`src/ccscp_pkg.sv`:
```
// shared constants and types of the clock chip serial configuration host
package ccscp_pkg;

  // ---------------------------------------------------------------
  // register offsets and fields of the host's own apb registers
  // ---------------------------------------------------------------
  localparam logic [7:0] CCSCP_OFF_CTRL     = 8'h00;
  localparam logic [7:0] CCSCP_OFF_WORD     = 8'h04;
  localparam logic [7:0] CCSCP_OFF_STATUS   = 8'h08;
  localparam int         CCSCP_CTRL_MODE_LSB = 0;
  localparam int         CCSCP_CTRL_HALF_LSB = 8;
  localparam int         CCSCP_ST_BUSY       = 0;
  localparam int         CCSCP_ST_DONE       = 1;
  localparam int         CCSCP_ST_CAL        = 2;
  localparam int         CCSCP_ST_ORDER      = 3;
  localparam int         CCSCP_ST_ADDR_LSB   = 8;

  // ---------------------------------------------------------------
  // word layout and link counts
  // ---------------------------------------------------------------
  localparam int         CCSCP_WORD_BITS    = 32;
  localparam int         CCSCP_ADDR_BITS    = 5;
  localparam logic [5:0] CCSCP_LAST_BIT     = 6'h1f;
  localparam logic [1:0] CCSCP_EXTRA_LAST   = 2'h2;
  localparam logic [4:0] CCSCP_CAL_ADDR     = 5'h1e;

  // ---------------------------------------------------------------
  // timing: link half period derived from the pclk rate
  // ---------------------------------------------------------------
  localparam int         CCSCP_CLK_PERIOD_NS  = 25;
  localparam int         CCSCP_LINK_PERIOD_NS = 200;
  localparam int         CCSCP_LINK_HALF_CYC  =
    (CCSCP_LINK_PERIOD_NS / 2 + CCSCP_CLK_PERIOD_NS - 1) / CCSCP_CLK_PERIOD_NS;
  localparam logic [7:0] CCSCP_HALF_RST       = 8'(CCSCP_LINK_HALF_CYC);

  // ---------------------------------------------------------------
  // modes, states and carriers
  // ---------------------------------------------------------------
  typedef enum logic [1:0] {
    CCSCP_MODE_NORMAL      = 2'h0,
    CCSCP_MODE_EXTRA_AFTER = 2'h1,
    CCSCP_MODE_EXTRA_LE_HI = 2'h2
  } ccscp_mode_type;
  localparam ccscp_mode_type CCSCP_MODE_RST = CCSCP_MODE_NORMAL;

  typedef enum logic [6:0] {
    CCSCP_IDLE     = 7'h01,
    CCSCP_SHIFT_LO = 7'h02,
    CCSCP_SHIFT_HI = 7'h04,
    CCSCP_LE_HIGH  = 7'h08,
    CCSCP_LE_LOW   = 7'h10,
    CCSCP_EXTRA_LO = 7'h20,
    CCSCP_EXTRA_HI = 7'h40
  } ccscp_st_type;

  typedef struct packed {
    logic sclk;
    logic le;
  } ccscp_lines_type;

endpackage

```
`src/ccscp_clk_div.sv`:
```
// half period tick generator for the serial clock line
`timescale 1ns/1ps
module ccscp_clk_div
  import ccscp_pkg::*;
#(
  parameter int HALF_W = 8
) (
  input  wire logic              pclk,
  input  wire logic              presetn,
  input  wire logic              run,
  input  wire logic [HALF_W-1:0] half,
  output logic                   tick
);

  typedef struct packed {
    logic [HALF_W-1:0] cnt;
  } ccscp_div_type;

  ccscp_div_type r;
  ccscp_div_type n;

  // a half of zero behaves as one so the link never stalls
  always_comb begin
    n    = r;
    tick = 1'b0;
    if (!run) begin
      n.cnt = '0;
    end else if (r.cnt + 1'b1 >= half) begin
      n.cnt = '0;
      tick  = 1'b1;
    end else begin
      n.cnt = r.cnt + 1'b1;
    end
  end

  // state register
  always_ff @(posedge pclk or negedge presetn) begin
    if (!presetn) begin
      r <= '0;
    end else begin
      r <= n;
    end
  end

endmodule

```
`src/ccscp_shifter.sv`:
```
// msb first output shift register, zero filled behind the last bit
`timescale 1ns/1ps
module ccscp_shifter
  import ccscp_pkg::*;
#(
  parameter int WIDTH = CCSCP_WORD_BITS
) (
  input  wire logic             pclk,
  input  wire logic             presetn,
  input  wire logic             load,
  input  wire logic             shift,
  input  wire logic [WIDTH-1:0] din,
  output logic                  msb
);

  typedef struct packed {
    logic [WIDTH-1:0] sh;
  } ccscp_sh_type;

  ccscp_sh_type r;
  ccscp_sh_type n;

  // zero fill leaves the data line low once the word is out
  always_comb begin
    n = r;
    if (load) begin
      n.sh = din;
    end else if (shift) begin
      n.sh = {r.sh[WIDTH-2:0], 1'b0};
    end
  end

  // state register
  always_ff @(posedge pclk or negedge presetn) begin
    if (!presetn) begin
      r <= '0;
    end else begin
      r <= n;
    end
  end

  assign msb = r.sh[WIDTH-1];

endmodule

```
`src/ccscp_host.sv`:
```
// apb controlled host that programs the clock chip over its three wire port
`timescale 1ns/1ps
module ccscp_host
  import ccscp_pkg::*;
(
  input  wire logic        pclk,
  input  wire logic        presetn,
  input  wire logic        psel,
  input  wire logic        penable,
  input  wire logic        pwrite,
  input  wire logic [7:0]  paddr,
  input  wire logic [31:0] pwdata,
  output logic      [31:0] prdata,
  output logic             pready,
  output logic             pslverr,
  output logic             serial_clock_line,
  output logic             serial_data_line,
  output logic             load_enable_line
);

  // ---------------------------------------------------------------
  // state
  // ---------------------------------------------------------------
  typedef struct packed {
    ccscp_st_type    st;
    ccscp_mode_type  mode;
    ccscp_mode_type  fmode;
    logic [7:0]      half;
    logic [31:0]     word;
    logic [5:0]      bit_cnt;
    logic [1:0]      extra_cnt;
    logic            done;
    logic            cal;
    logic            order_warn;
    logic            have_addr;
    logic [4:0]      last_addr;
    ccscp_lines_type lines;
    logic [31:0]     rdata;
  } ccscp_state_type;

  ccscp_state_type r;
  ccscp_state_type n;

  logic tick;
  logic load;
  logic shift;
  logic start;
  logic finish;
  logic wr_acc;
  logic rd_setup;
  logic mapped;
  logic busy;

  assign busy = (r.st != CCSCP_IDLE);

  // ---------------------------------------------------------------
  // link timing and output shifter
  // ---------------------------------------------------------------
  ccscp_clk_div #(
    .HALF_W (8)
  ) u_div (
    .pclk    (pclk),
    .presetn (presetn),
    .run     (busy),
    .half    (r.half),
    .tick    (tick)
  );

  ccscp_shifter #(
    .WIDTH (CCSCP_WORD_BITS)
  ) u_sh (
    .pclk    (pclk),
    .presetn (presetn),
    .load    (load),
    .shift   (shift),
    .din     (pwdata),
    .msb     (serial_data_line)
  );

  // ---------------------------------------------------------------
  // apb decode, zero wait states
  // ---------------------------------------------------------------
  assign mapped   = (paddr == CCSCP_OFF_CTRL) || (paddr == CCSCP_OFF_WORD) || (paddr == CCSCP_OFF_STATUS);
  assign wr_acc   = psel && penable && pwrite;
  assign rd_setup = psel && !penable && !pwrite;
  assign start    = wr_acc && (paddr == CCSCP_OFF_WORD) && !busy;
  assign pready   = 1'b1;
  // a word written while a frame runs is refused rather than queued
  assign pslverr  = psel && penable && (!mapped || (pwrite && (paddr == CCSCP_OFF_WORD) && busy));
  assign prdata   = r.rdata;

  // ---------------------------------------------------------------
  // next state: registers, then the link sequencer
  // ---------------------------------------------------------------
  always_comb begin
    n      = r;
    load   = 1'b0;
    shift  = 1'b0;
    finish = 1'b0;
    // read data captured in setup so it is stable in the access phase
    if (rd_setup) begin
      case (paddr)
        CCSCP_OFF_CTRL: begin
          n.rdata = {16'h0000, r.half, 6'h00, r.mode};
        end
        CCSCP_OFF_WORD: begin
          n.rdata = r.word;
        end
        CCSCP_OFF_STATUS: begin
          n.rdata = {19'h00000, r.last_addr, 4'h0, r.order_warn, r.cal, r.done, busy};
        end
        default: begin
          n.rdata = 32'h00000000;
        end
      endcase
    end
    // control writes; mode only reaches the link at the next frame start
    if (wr_acc && (paddr == CCSCP_OFF_CTRL)) begin
      n.mode = ccscp_mode_type'(pwdata[CCSCP_CTRL_MODE_LSB +: 2]);
      n.half = pwdata[CCSCP_CTRL_HALF_LSB +: 8];
    end
    // sticky flags cleared by writing one; a set below wins
    if (wr_acc && (paddr == CCSCP_OFF_STATUS)) begin
      if (pwdata[CCSCP_ST_DONE]) begin
        n.done = 1'b0;
      end
      if (pwdata[CCSCP_ST_CAL]) begin
        n.cal = 1'b0;
      end
      if (pwdata[CCSCP_ST_ORDER]) begin
        n.order_warn = 1'b0;
      end
    end
    case (r.st)
      CCSCP_IDLE: begin
        n.lines = '0;
        if (start) begin
          // payload passes untouched: software owns its legality
          n.word      = pwdata;
          load        = 1'b1;
          n.bit_cnt   = 6'h00;
          n.extra_cnt = 2'h0;
          n.fmode     = r.mode;
          n.st        = CCSCP_SHIFT_LO;
          // flag a step back in address order, do not refuse it
          if (r.have_addr && (pwdata[CCSCP_ADDR_BITS-1:0] < r.last_addr)) begin
            n.order_warn = 1'b1;
          end
          n.have_addr = 1'b1;
          n.last_addr = pwdata[CCSCP_ADDR_BITS-1:0];
        end
      end
      CCSCP_SHIFT_LO: begin
        if (tick) begin
          n.lines.sclk = 1'b1;
          n.st         = CCSCP_SHIFT_HI;
        end
      end
      CCSCP_SHIFT_HI: begin
        if (tick) begin
          n.lines.sclk = 1'b0;
          shift        = 1'b1;
          if (r.bit_cnt == CCSCP_LAST_BIT) begin
            n.lines.le = 1'b1;
            n.st       = CCSCP_LE_HIGH;
          end else begin
            n.bit_cnt = r.bit_cnt + 6'h01;
            n.st      = CCSCP_SHIFT_LO;
          end
        end
      end
      CCSCP_LE_HIGH: begin
        if (tick) begin
          if (r.fmode == CCSCP_MODE_EXTRA_LE_HI) begin
            n.st = CCSCP_EXTRA_LO;
          end else begin
            n.lines.le = 1'b0;
            n.st       = CCSCP_LE_LOW;
          end
        end
      end
      CCSCP_LE_LOW: begin
        if (tick) begin
          if (r.fmode == CCSCP_MODE_EXTRA_AFTER) begin
            n.st = CCSCP_EXTRA_LO;
          end else begin
            finish = 1'b1;
          end
        end
      end
      CCSCP_EXTRA_LO: begin
        if (tick) begin
          n.lines.sclk = 1'b1;
          n.st         = CCSCP_EXTRA_HI;
        end
      end
      CCSCP_EXTRA_HI: begin
        if (tick) begin
          n.lines.sclk = 1'b0;
          if (r.extra_cnt != CCSCP_EXTRA_LAST) begin
            n.extra_cnt = r.extra_cnt + 2'h1;
            n.st        = CCSCP_EXTRA_LO;
          end else if (r.lines.le) begin
            // falling edge after the extras so the sync sees new values
            n.lines.le = 1'b0;
            n.fmode    = CCSCP_MODE_NORMAL;
            n.st       = CCSCP_LE_LOW;
          end else begin
            finish = 1'b1;
          end
        end
      end
      default: begin
        n.lines = '0;
        n.st    = CCSCP_IDLE;
      end
    endcase
    // frame end: load enable already low, serial clock low from this edge; flags set over any clear
    if (finish) begin
      n.st   = CCSCP_IDLE;
      n.done = 1'b1;
      if (r.word[CCSCP_ADDR_BITS-1:0] == CCSCP_CAL_ADDR) begin
        n.cal = 1'b1;
      end
    end
  end

  // state register
  always_ff @(posedge pclk or negedge presetn) begin
    if (!presetn) begin
      r       <= '0;
      r.st    <= CCSCP_IDLE;
      r.mode  <= CCSCP_MODE_RST;
      r.fmode <= CCSCP_MODE_RST;
      r.half  <= CCSCP_HALF_RST;
    end else begin
      r <= n;
    end
  end

  assign serial_clock_line = r.lines.sclk;
  assign load_enable_line  = r.lines.le;

  // ---------------------------------------------------------------
  // checks
  // ---------------------------------------------------------------
  logic       word_msb;
  logic [4:0] word_addr;
  logic       sclk_q;
  logic [5:0] rise_cnt;
  logic [1:0] hi_cnt;

  assign word_msb  = pwdata[CCSCP_WORD_BITS-1];
  assign word_addr = r.word[CCSCP_ADDR_BITS-1:0];

  // rising edges seen per frame, split by load enable level
  always_ff @(posedge pclk or negedge presetn) begin
    if (!presetn) begin
      sclk_q   <= 1'b0;
      rise_cnt <= 6'h00;
      hi_cnt   <= 2'h0;
    end else begin
      sclk_q <= serial_clock_line;
      if (start) begin
        rise_cnt <= 6'h00;
        hi_cnt   <= 2'h0;
      end else if (serial_clock_line && !sclk_q) begin
        if (load_enable_line) begin
          hi_cnt <= hi_cnt + 2'h1;
        end else if (rise_cnt != 6'h3f) begin
          rise_cnt <= rise_cnt + 6'h01;
        end
      end
    end
  end

  a_msb_first_out : assert property (
    @(posedge pclk) disable iff (!presetn)
    start |=> (serial_data_line == $past(word_msb)))
    else $error("first data bit is not bit 31");
  a_thirtytwo_bits : assert property (
    @(posedge pclk) disable iff (!presetn)
    $rose(load_enable_line) |-> (rise_cnt == 6'h20))
    else $error("latch after a count other than 32 rising edges");
  a_le_low_shift : assert property (
    @(posedge pclk) disable iff (!presetn)
    ((r.st == CCSCP_SHIFT_LO) || (r.st == CCSCP_SHIFT_HI)) |-> !load_enable_line)
    else $error("load enable high while shifting");
  a_data_before_edge : assert property (
    @(posedge pclk) disable iff (!presetn)
    $rose(serial_clock_line) |-> $stable(serial_data_line))
    else $error("data changed on the clock rising edge");
  // load enable may move on the very edge that drops the serial clock
  a_le_clock_low : assert property (
    @(posedge pclk) disable iff (!presetn)
    $changed(load_enable_line) |-> !serial_clock_line)
    else $error("load enable moved while serial clock high");
  a_extra_le_high : assert property (
    @(posedge pclk) disable iff (!presetn)
    ($fell(load_enable_line) && (r.fmode == CCSCP_MODE_NORMAL) && ($past(r.st) == CCSCP_EXTRA_HI))
    |-> (hi_cnt == 2'h3))
    else $error("load enable fell without three extra rising edges");
  a_extra_after : assert property (
    @(posedge pclk) disable iff (!presetn)
    ($fell(load_enable_line) && (r.fmode == CCSCP_MODE_EXTRA_AFTER))
    |-> !serial_clock_line ##[1:600] $rose(serial_clock_line))
    else $error("no bare extra clock after the latch");
  a_idle_low : assert property (
    @(posedge pclk) disable iff (!presetn)
    ((r.st == CCSCP_IDLE) && !start) |=> (!serial_clock_line && !load_enable_line && !serial_data_line))
    else $error("lines not low when idle");
  a_cal_flag : assert property (
    @(posedge pclk) disable iff (!presetn)
    (finish && (word_addr == CCSCP_CAL_ADDR)) |=> (r.cal && r.done && (r.st == CCSCP_IDLE)))
    else $error("calibration word end not flagged");
endmodule

```
`config.mk`:
```
export PLATFORM = sky130hd
export DESIGN_NAME = ccscp_host
export DESIGN_NICKNAME = d
export VERILOG_FILES = /design/src/ccscp_pkg.sv /design/src/ccscp_clk_div.sv /design/src/ccscp_shifter.sv /design/src/ccscp_host.sv
export SDC_FILE = /design/constraint.sdc
export NUM_CORES = 1
export LEC_CHECK = 0
export ABC_CLOCK_PERIOD_IN_PS = 3400
export BUFFER_PORTS_ARGS = -buffer_cell sky130_fd_sc_hd__buf_2
export CORE_MARGIN = 3
export CORE_UTILIZATION = 40
export CTS_BUF_LIST = sky130_fd_sc_hd__clkbuf_8
export CTS_CLUSTER_SIZE = 14
export DETAILED_ROUTE_END_ITERATION = 7
export PLACE_DENSITY = 0.58
export SETUP_SLACK_MARGIN = 0.5
export SLEW_MARGIN = 20
export SYNTH_ARGS = -nofsm -noshare
export SYNTH_HDL_FRONTEND = slang
export SYNTH_HIERARCHICAL = 1
export SYNTH_SLANG_ARGS = --single-unit
```
`constraint.sdc`:
```
create_clock -name pclk -period 3.4 [get_ports pclk]
set_input_delay 0.17 -clock pclk [delete_from_list [all_inputs] [get_ports pclk]]
set_output_delay 0.17 -clock pclk [all_outputs]
set_load 0.05 [all_outputs]
```
==> impl_metrics.json <==
{
  "via_per_inst": 5.34,
  "worst_clock_skew_ps": 9.27,
  "gp_congestion": 0.829,
  "grt_max_degree": 98,
  "track_usage_pct": 17.7,
  "placed_area_um2": 7230,
  "synth_largest_area_cell": "dfrtp_1",
  "holdPathStages": 3,
  "num_rows": 47,
  "drt-total-wl_um": 16200,
  "diodes": 0,
  "numCtsBuffers": 17,
  "cp_cell_sequence": "and3_4 -> and4_4 -> xor2_4 -> ha_4 -> nand4_1 -> o31ai_2 -> and2_4 -> buf_4 -> o22ai_4 -> or4b_4 -> nand2_2",
  "tritoncts": "yes",
  "p_per_area_nw_per_um2": 512,
  "holdPathEnd": "u_sh/r[0]",
  "synth_flop_cell": "dfrtp_1",
  "drtIter0Drc": 293,
  "yosys-top-cells-area": "dfrtp_1 49%, mux2i_1 5.9%, mux2_2 5.9%",
  "r2r_slack_ps": 480,
  "final_nets": 767,
  "crit_path_end_kind": "flop",
  "post-route-min-period_ps": 2920,
  "slew_viol_final": 0,
  "slowest_delay_ps": 570,
  "antenna_found_initial": 0,
  "crit_fanout": 8,
  "outcome": "completed",
  "synth_top_cell_area_share_pct": 49.0,
  "fin_setup_tns_ps": 0,
  "synthesis.area_um2": 6900,
  "num_io_pins": 82,
  "htree_levels": 4,
  "cts.sinks": 137,
  "critPathKind": "reg -> reg",
  "power.total_mw": 4.18,
  "start_util_pct": 41.2,
  "crit_slowest_cell": "or4b_4",
  "die_y_um": 137,
  "grt_pass1_wl_um": 26200,
  "synthesis.nets": 689,
  "maxSlewHeadroom_pct": 39.7,
  "r2r_start": "u_div/r[1]",
  "hold_class": "in -> reg",
  "netlist_top_cells_count": "135 x dfrtp_1, 63 x nand2_1, 41 x mux2i_1, 36 x mux2_2, 35 x buf_4",
  "cellLeakagePower_nw": 3.63,
  "postSynthCellCount": 629,
  "die-area_um2": 18900,
  "clk_path_buf_depth": 2,
  "wire_per_inst_um": 17.3,
  "postRouteAntennaNets": 0,
  "required_ps": 3770,
  "vias": 5010,
  "max_cap_violations": 0,
  "setup_viol": 0,
  "tightestPinTransition_ps": 904,
  "reg2reg_to": "r[47]",
  "clkLatencyLatePin_ps": 430,
  "fill_cells": 1562,
  "r2r_cells": 11,
  "async_flop_share_pct": 100,
  "timing.hold.ws_ps": 21.2,
  "rsz0062_at_grt": "yes",
  "hold_start": "pwdata[0]",
  "arrival_ps": 3290,
  "drc_errors": 0,
  "port_buffers": 80,
  "ys_seq_elements": 137,
  "path_delay_family": "simple AND/OR/NAND/NOR gates",
  "synth_edf_count": 0,
  "vdd_drop_max_uv": 260,
  "drive_gt1_share_pct": 29.3,
  "min_period_over_period_pct": 85.7,
  "hold_viol": 0,
  "layout_setup_ws_ps": 485,
  "grt_pass1_vias": 5098,
  "ys_types": 70,
  "yosys_warnings": 6,
  "placement.setup.worst_slack_ps": 166,
  "cts.clk_slew.worst_paths_ps": 70,
  "syn_area_per_cell_um2": 11.0,
  "area_growth_pct": 18.5,
  "grt.overflow.total": 0,
  "die_w_um": 137,
  "final_area_um2": 8170,
  "ctsRootBufferMaster": "clkbuf_8",
  "yosysMostFrequentCell": "dfrtp_1",
  "fmax_mhz": 343,
  "drt-pass1-iter-count": 5,
  "core_area_um2": 16800,
  "synth_seq_area_share_pct": 49.7,
  "crit_path_start_kind": "flop",
  "path_buf_inv": 1,
  "dpl.hpwl_um": 10800
}
==> layer usage <==
layer / share of wire, % / global-route usage, %
met5: 0 / 0
met4: 1.3 / 4.93
met3: 3.0 / 3.87
met2: 50 / 29.8
met1: 45 / 23.1
==> cells in the final DEF (no fill, tap or decap), types with 4 or more instances in the layout <==
cell           Yosys  final
and3_1             6      4
mux2i_1           41     40
nor4_1             6      6
clkbuf_8           0     19
clkinv_2           0      5
xor2_1             5      4
nand3_1           11     10
a22o_1            25     25
dlygate4sd3_1      0     27
nand2_1           63     61
inv_1             21     23
a21oi_1            9      8
o21ai_1           28     28
o31ai_1            8      7
mux2_2            36     36
o21ai_0           26     25
buf_4             35     18
nor2b_1           10     10
dfrtp_1          135    135
buf_2             11     79
o2bb2ai_1          7      6
nand4_1            6      6
o22ai_1            7      4
nor2_1            21     20
ha_1              15     13
==> worst reg2reg max path, stage by stage (launching register included) <==
cell and delay, ps:
dfrtp_1 430, and3_4 200, and4_4 160, xor2_4 190
ha_4 290, nand4_1 180, o31ai_2 300, and2_4 230
buf_4 120, o22ai_4 100, or4b_4 570, nand2_2 80
==> kinds of logic (layout without fill, tap and decap cells) <==
logic type | Yosys count | after routing | share of synthesized area, %
multiplexers | 78 | 78 | 12.0
flip-flops | 137 | 137 | 49.7
other | 1 | 1 | 0.0544
AND/OR/NAND/NOR | 156 | 156 | 11.6
adder cells (fa/ha/maj) | 15 | 15 | 2.72
XOR/XNOR | 8 | 8 | 1.02
AO/OA/AOI/OAI | 141 | 141 | 14.7
buffers and inverters | 93 | 183 | 8.20
==> repair_timing <==
item	CTS	global route
setup buffers	7	2
hold buffers	27	0
hold endpoints to repair	145	0
gates resized for setup	12	24
pin swaps	7	15
setup endpoints to repair	45	45
gates cloned	1	1
==> registers in the layout (all words and copies together) (netlist names) <==
name               count
load_enable_line       1
u_div/r                8
u_sh/r                32
r                     63
prdata                32
serial_clock_line      1
==> layout make-up <==
cell class	count	area [µm²]	area share, %
clock buffer	19	262	3.20
clock inverter	12	134	1.64
inverter	21	83.8	1.03
multi-input combinational	399	3050	37.3
sequential	137	3430	42.0
tap	220	275	3.37
timing repair buffer	131	936	11.4
==> report_power, final <==
part / switching, mW / internal, mW / total (mW)
Clock: 0.598 / 0.746 / 1.34
Sequential: 0.0893 / 1.72 / 1.81
Combinational: 0.588 / 0.440 / 1.03
Total: 1.28 / 2.91 / 4.18
==> per-stage QoR <==
stage | utilization, % | std cells
after detailed placement | 43.2 | 870
after CTS | 47.9 | 936
after global placement | 43.2 | 870
final | 48.8 | 939
after global routing | 48.8 | 939
after floorplan | - | 629
==> worst max-delay path by stage <==
| stage | from | to | slack [ps] | cells past startpoint |
|---|---|---|---|---|
| finish | u_div/r[1] | r[47] | 480 | 11 |
| floorplan | u_div/r[0] | u_sh/r[1] | 510 | 16 |
| detailed placement | u_div/r[0] | r[101] | 170 | 11 |
| CTS | u_div/r[0] | r[47] | 500 | 12 |
| global placement | u_div/r[0] | r[96] | 270 | 11 |
| global route | u_div/r[3] | r[47] | 410 | 11 |
Note: power is estimated with default switching activity, not from simulation.
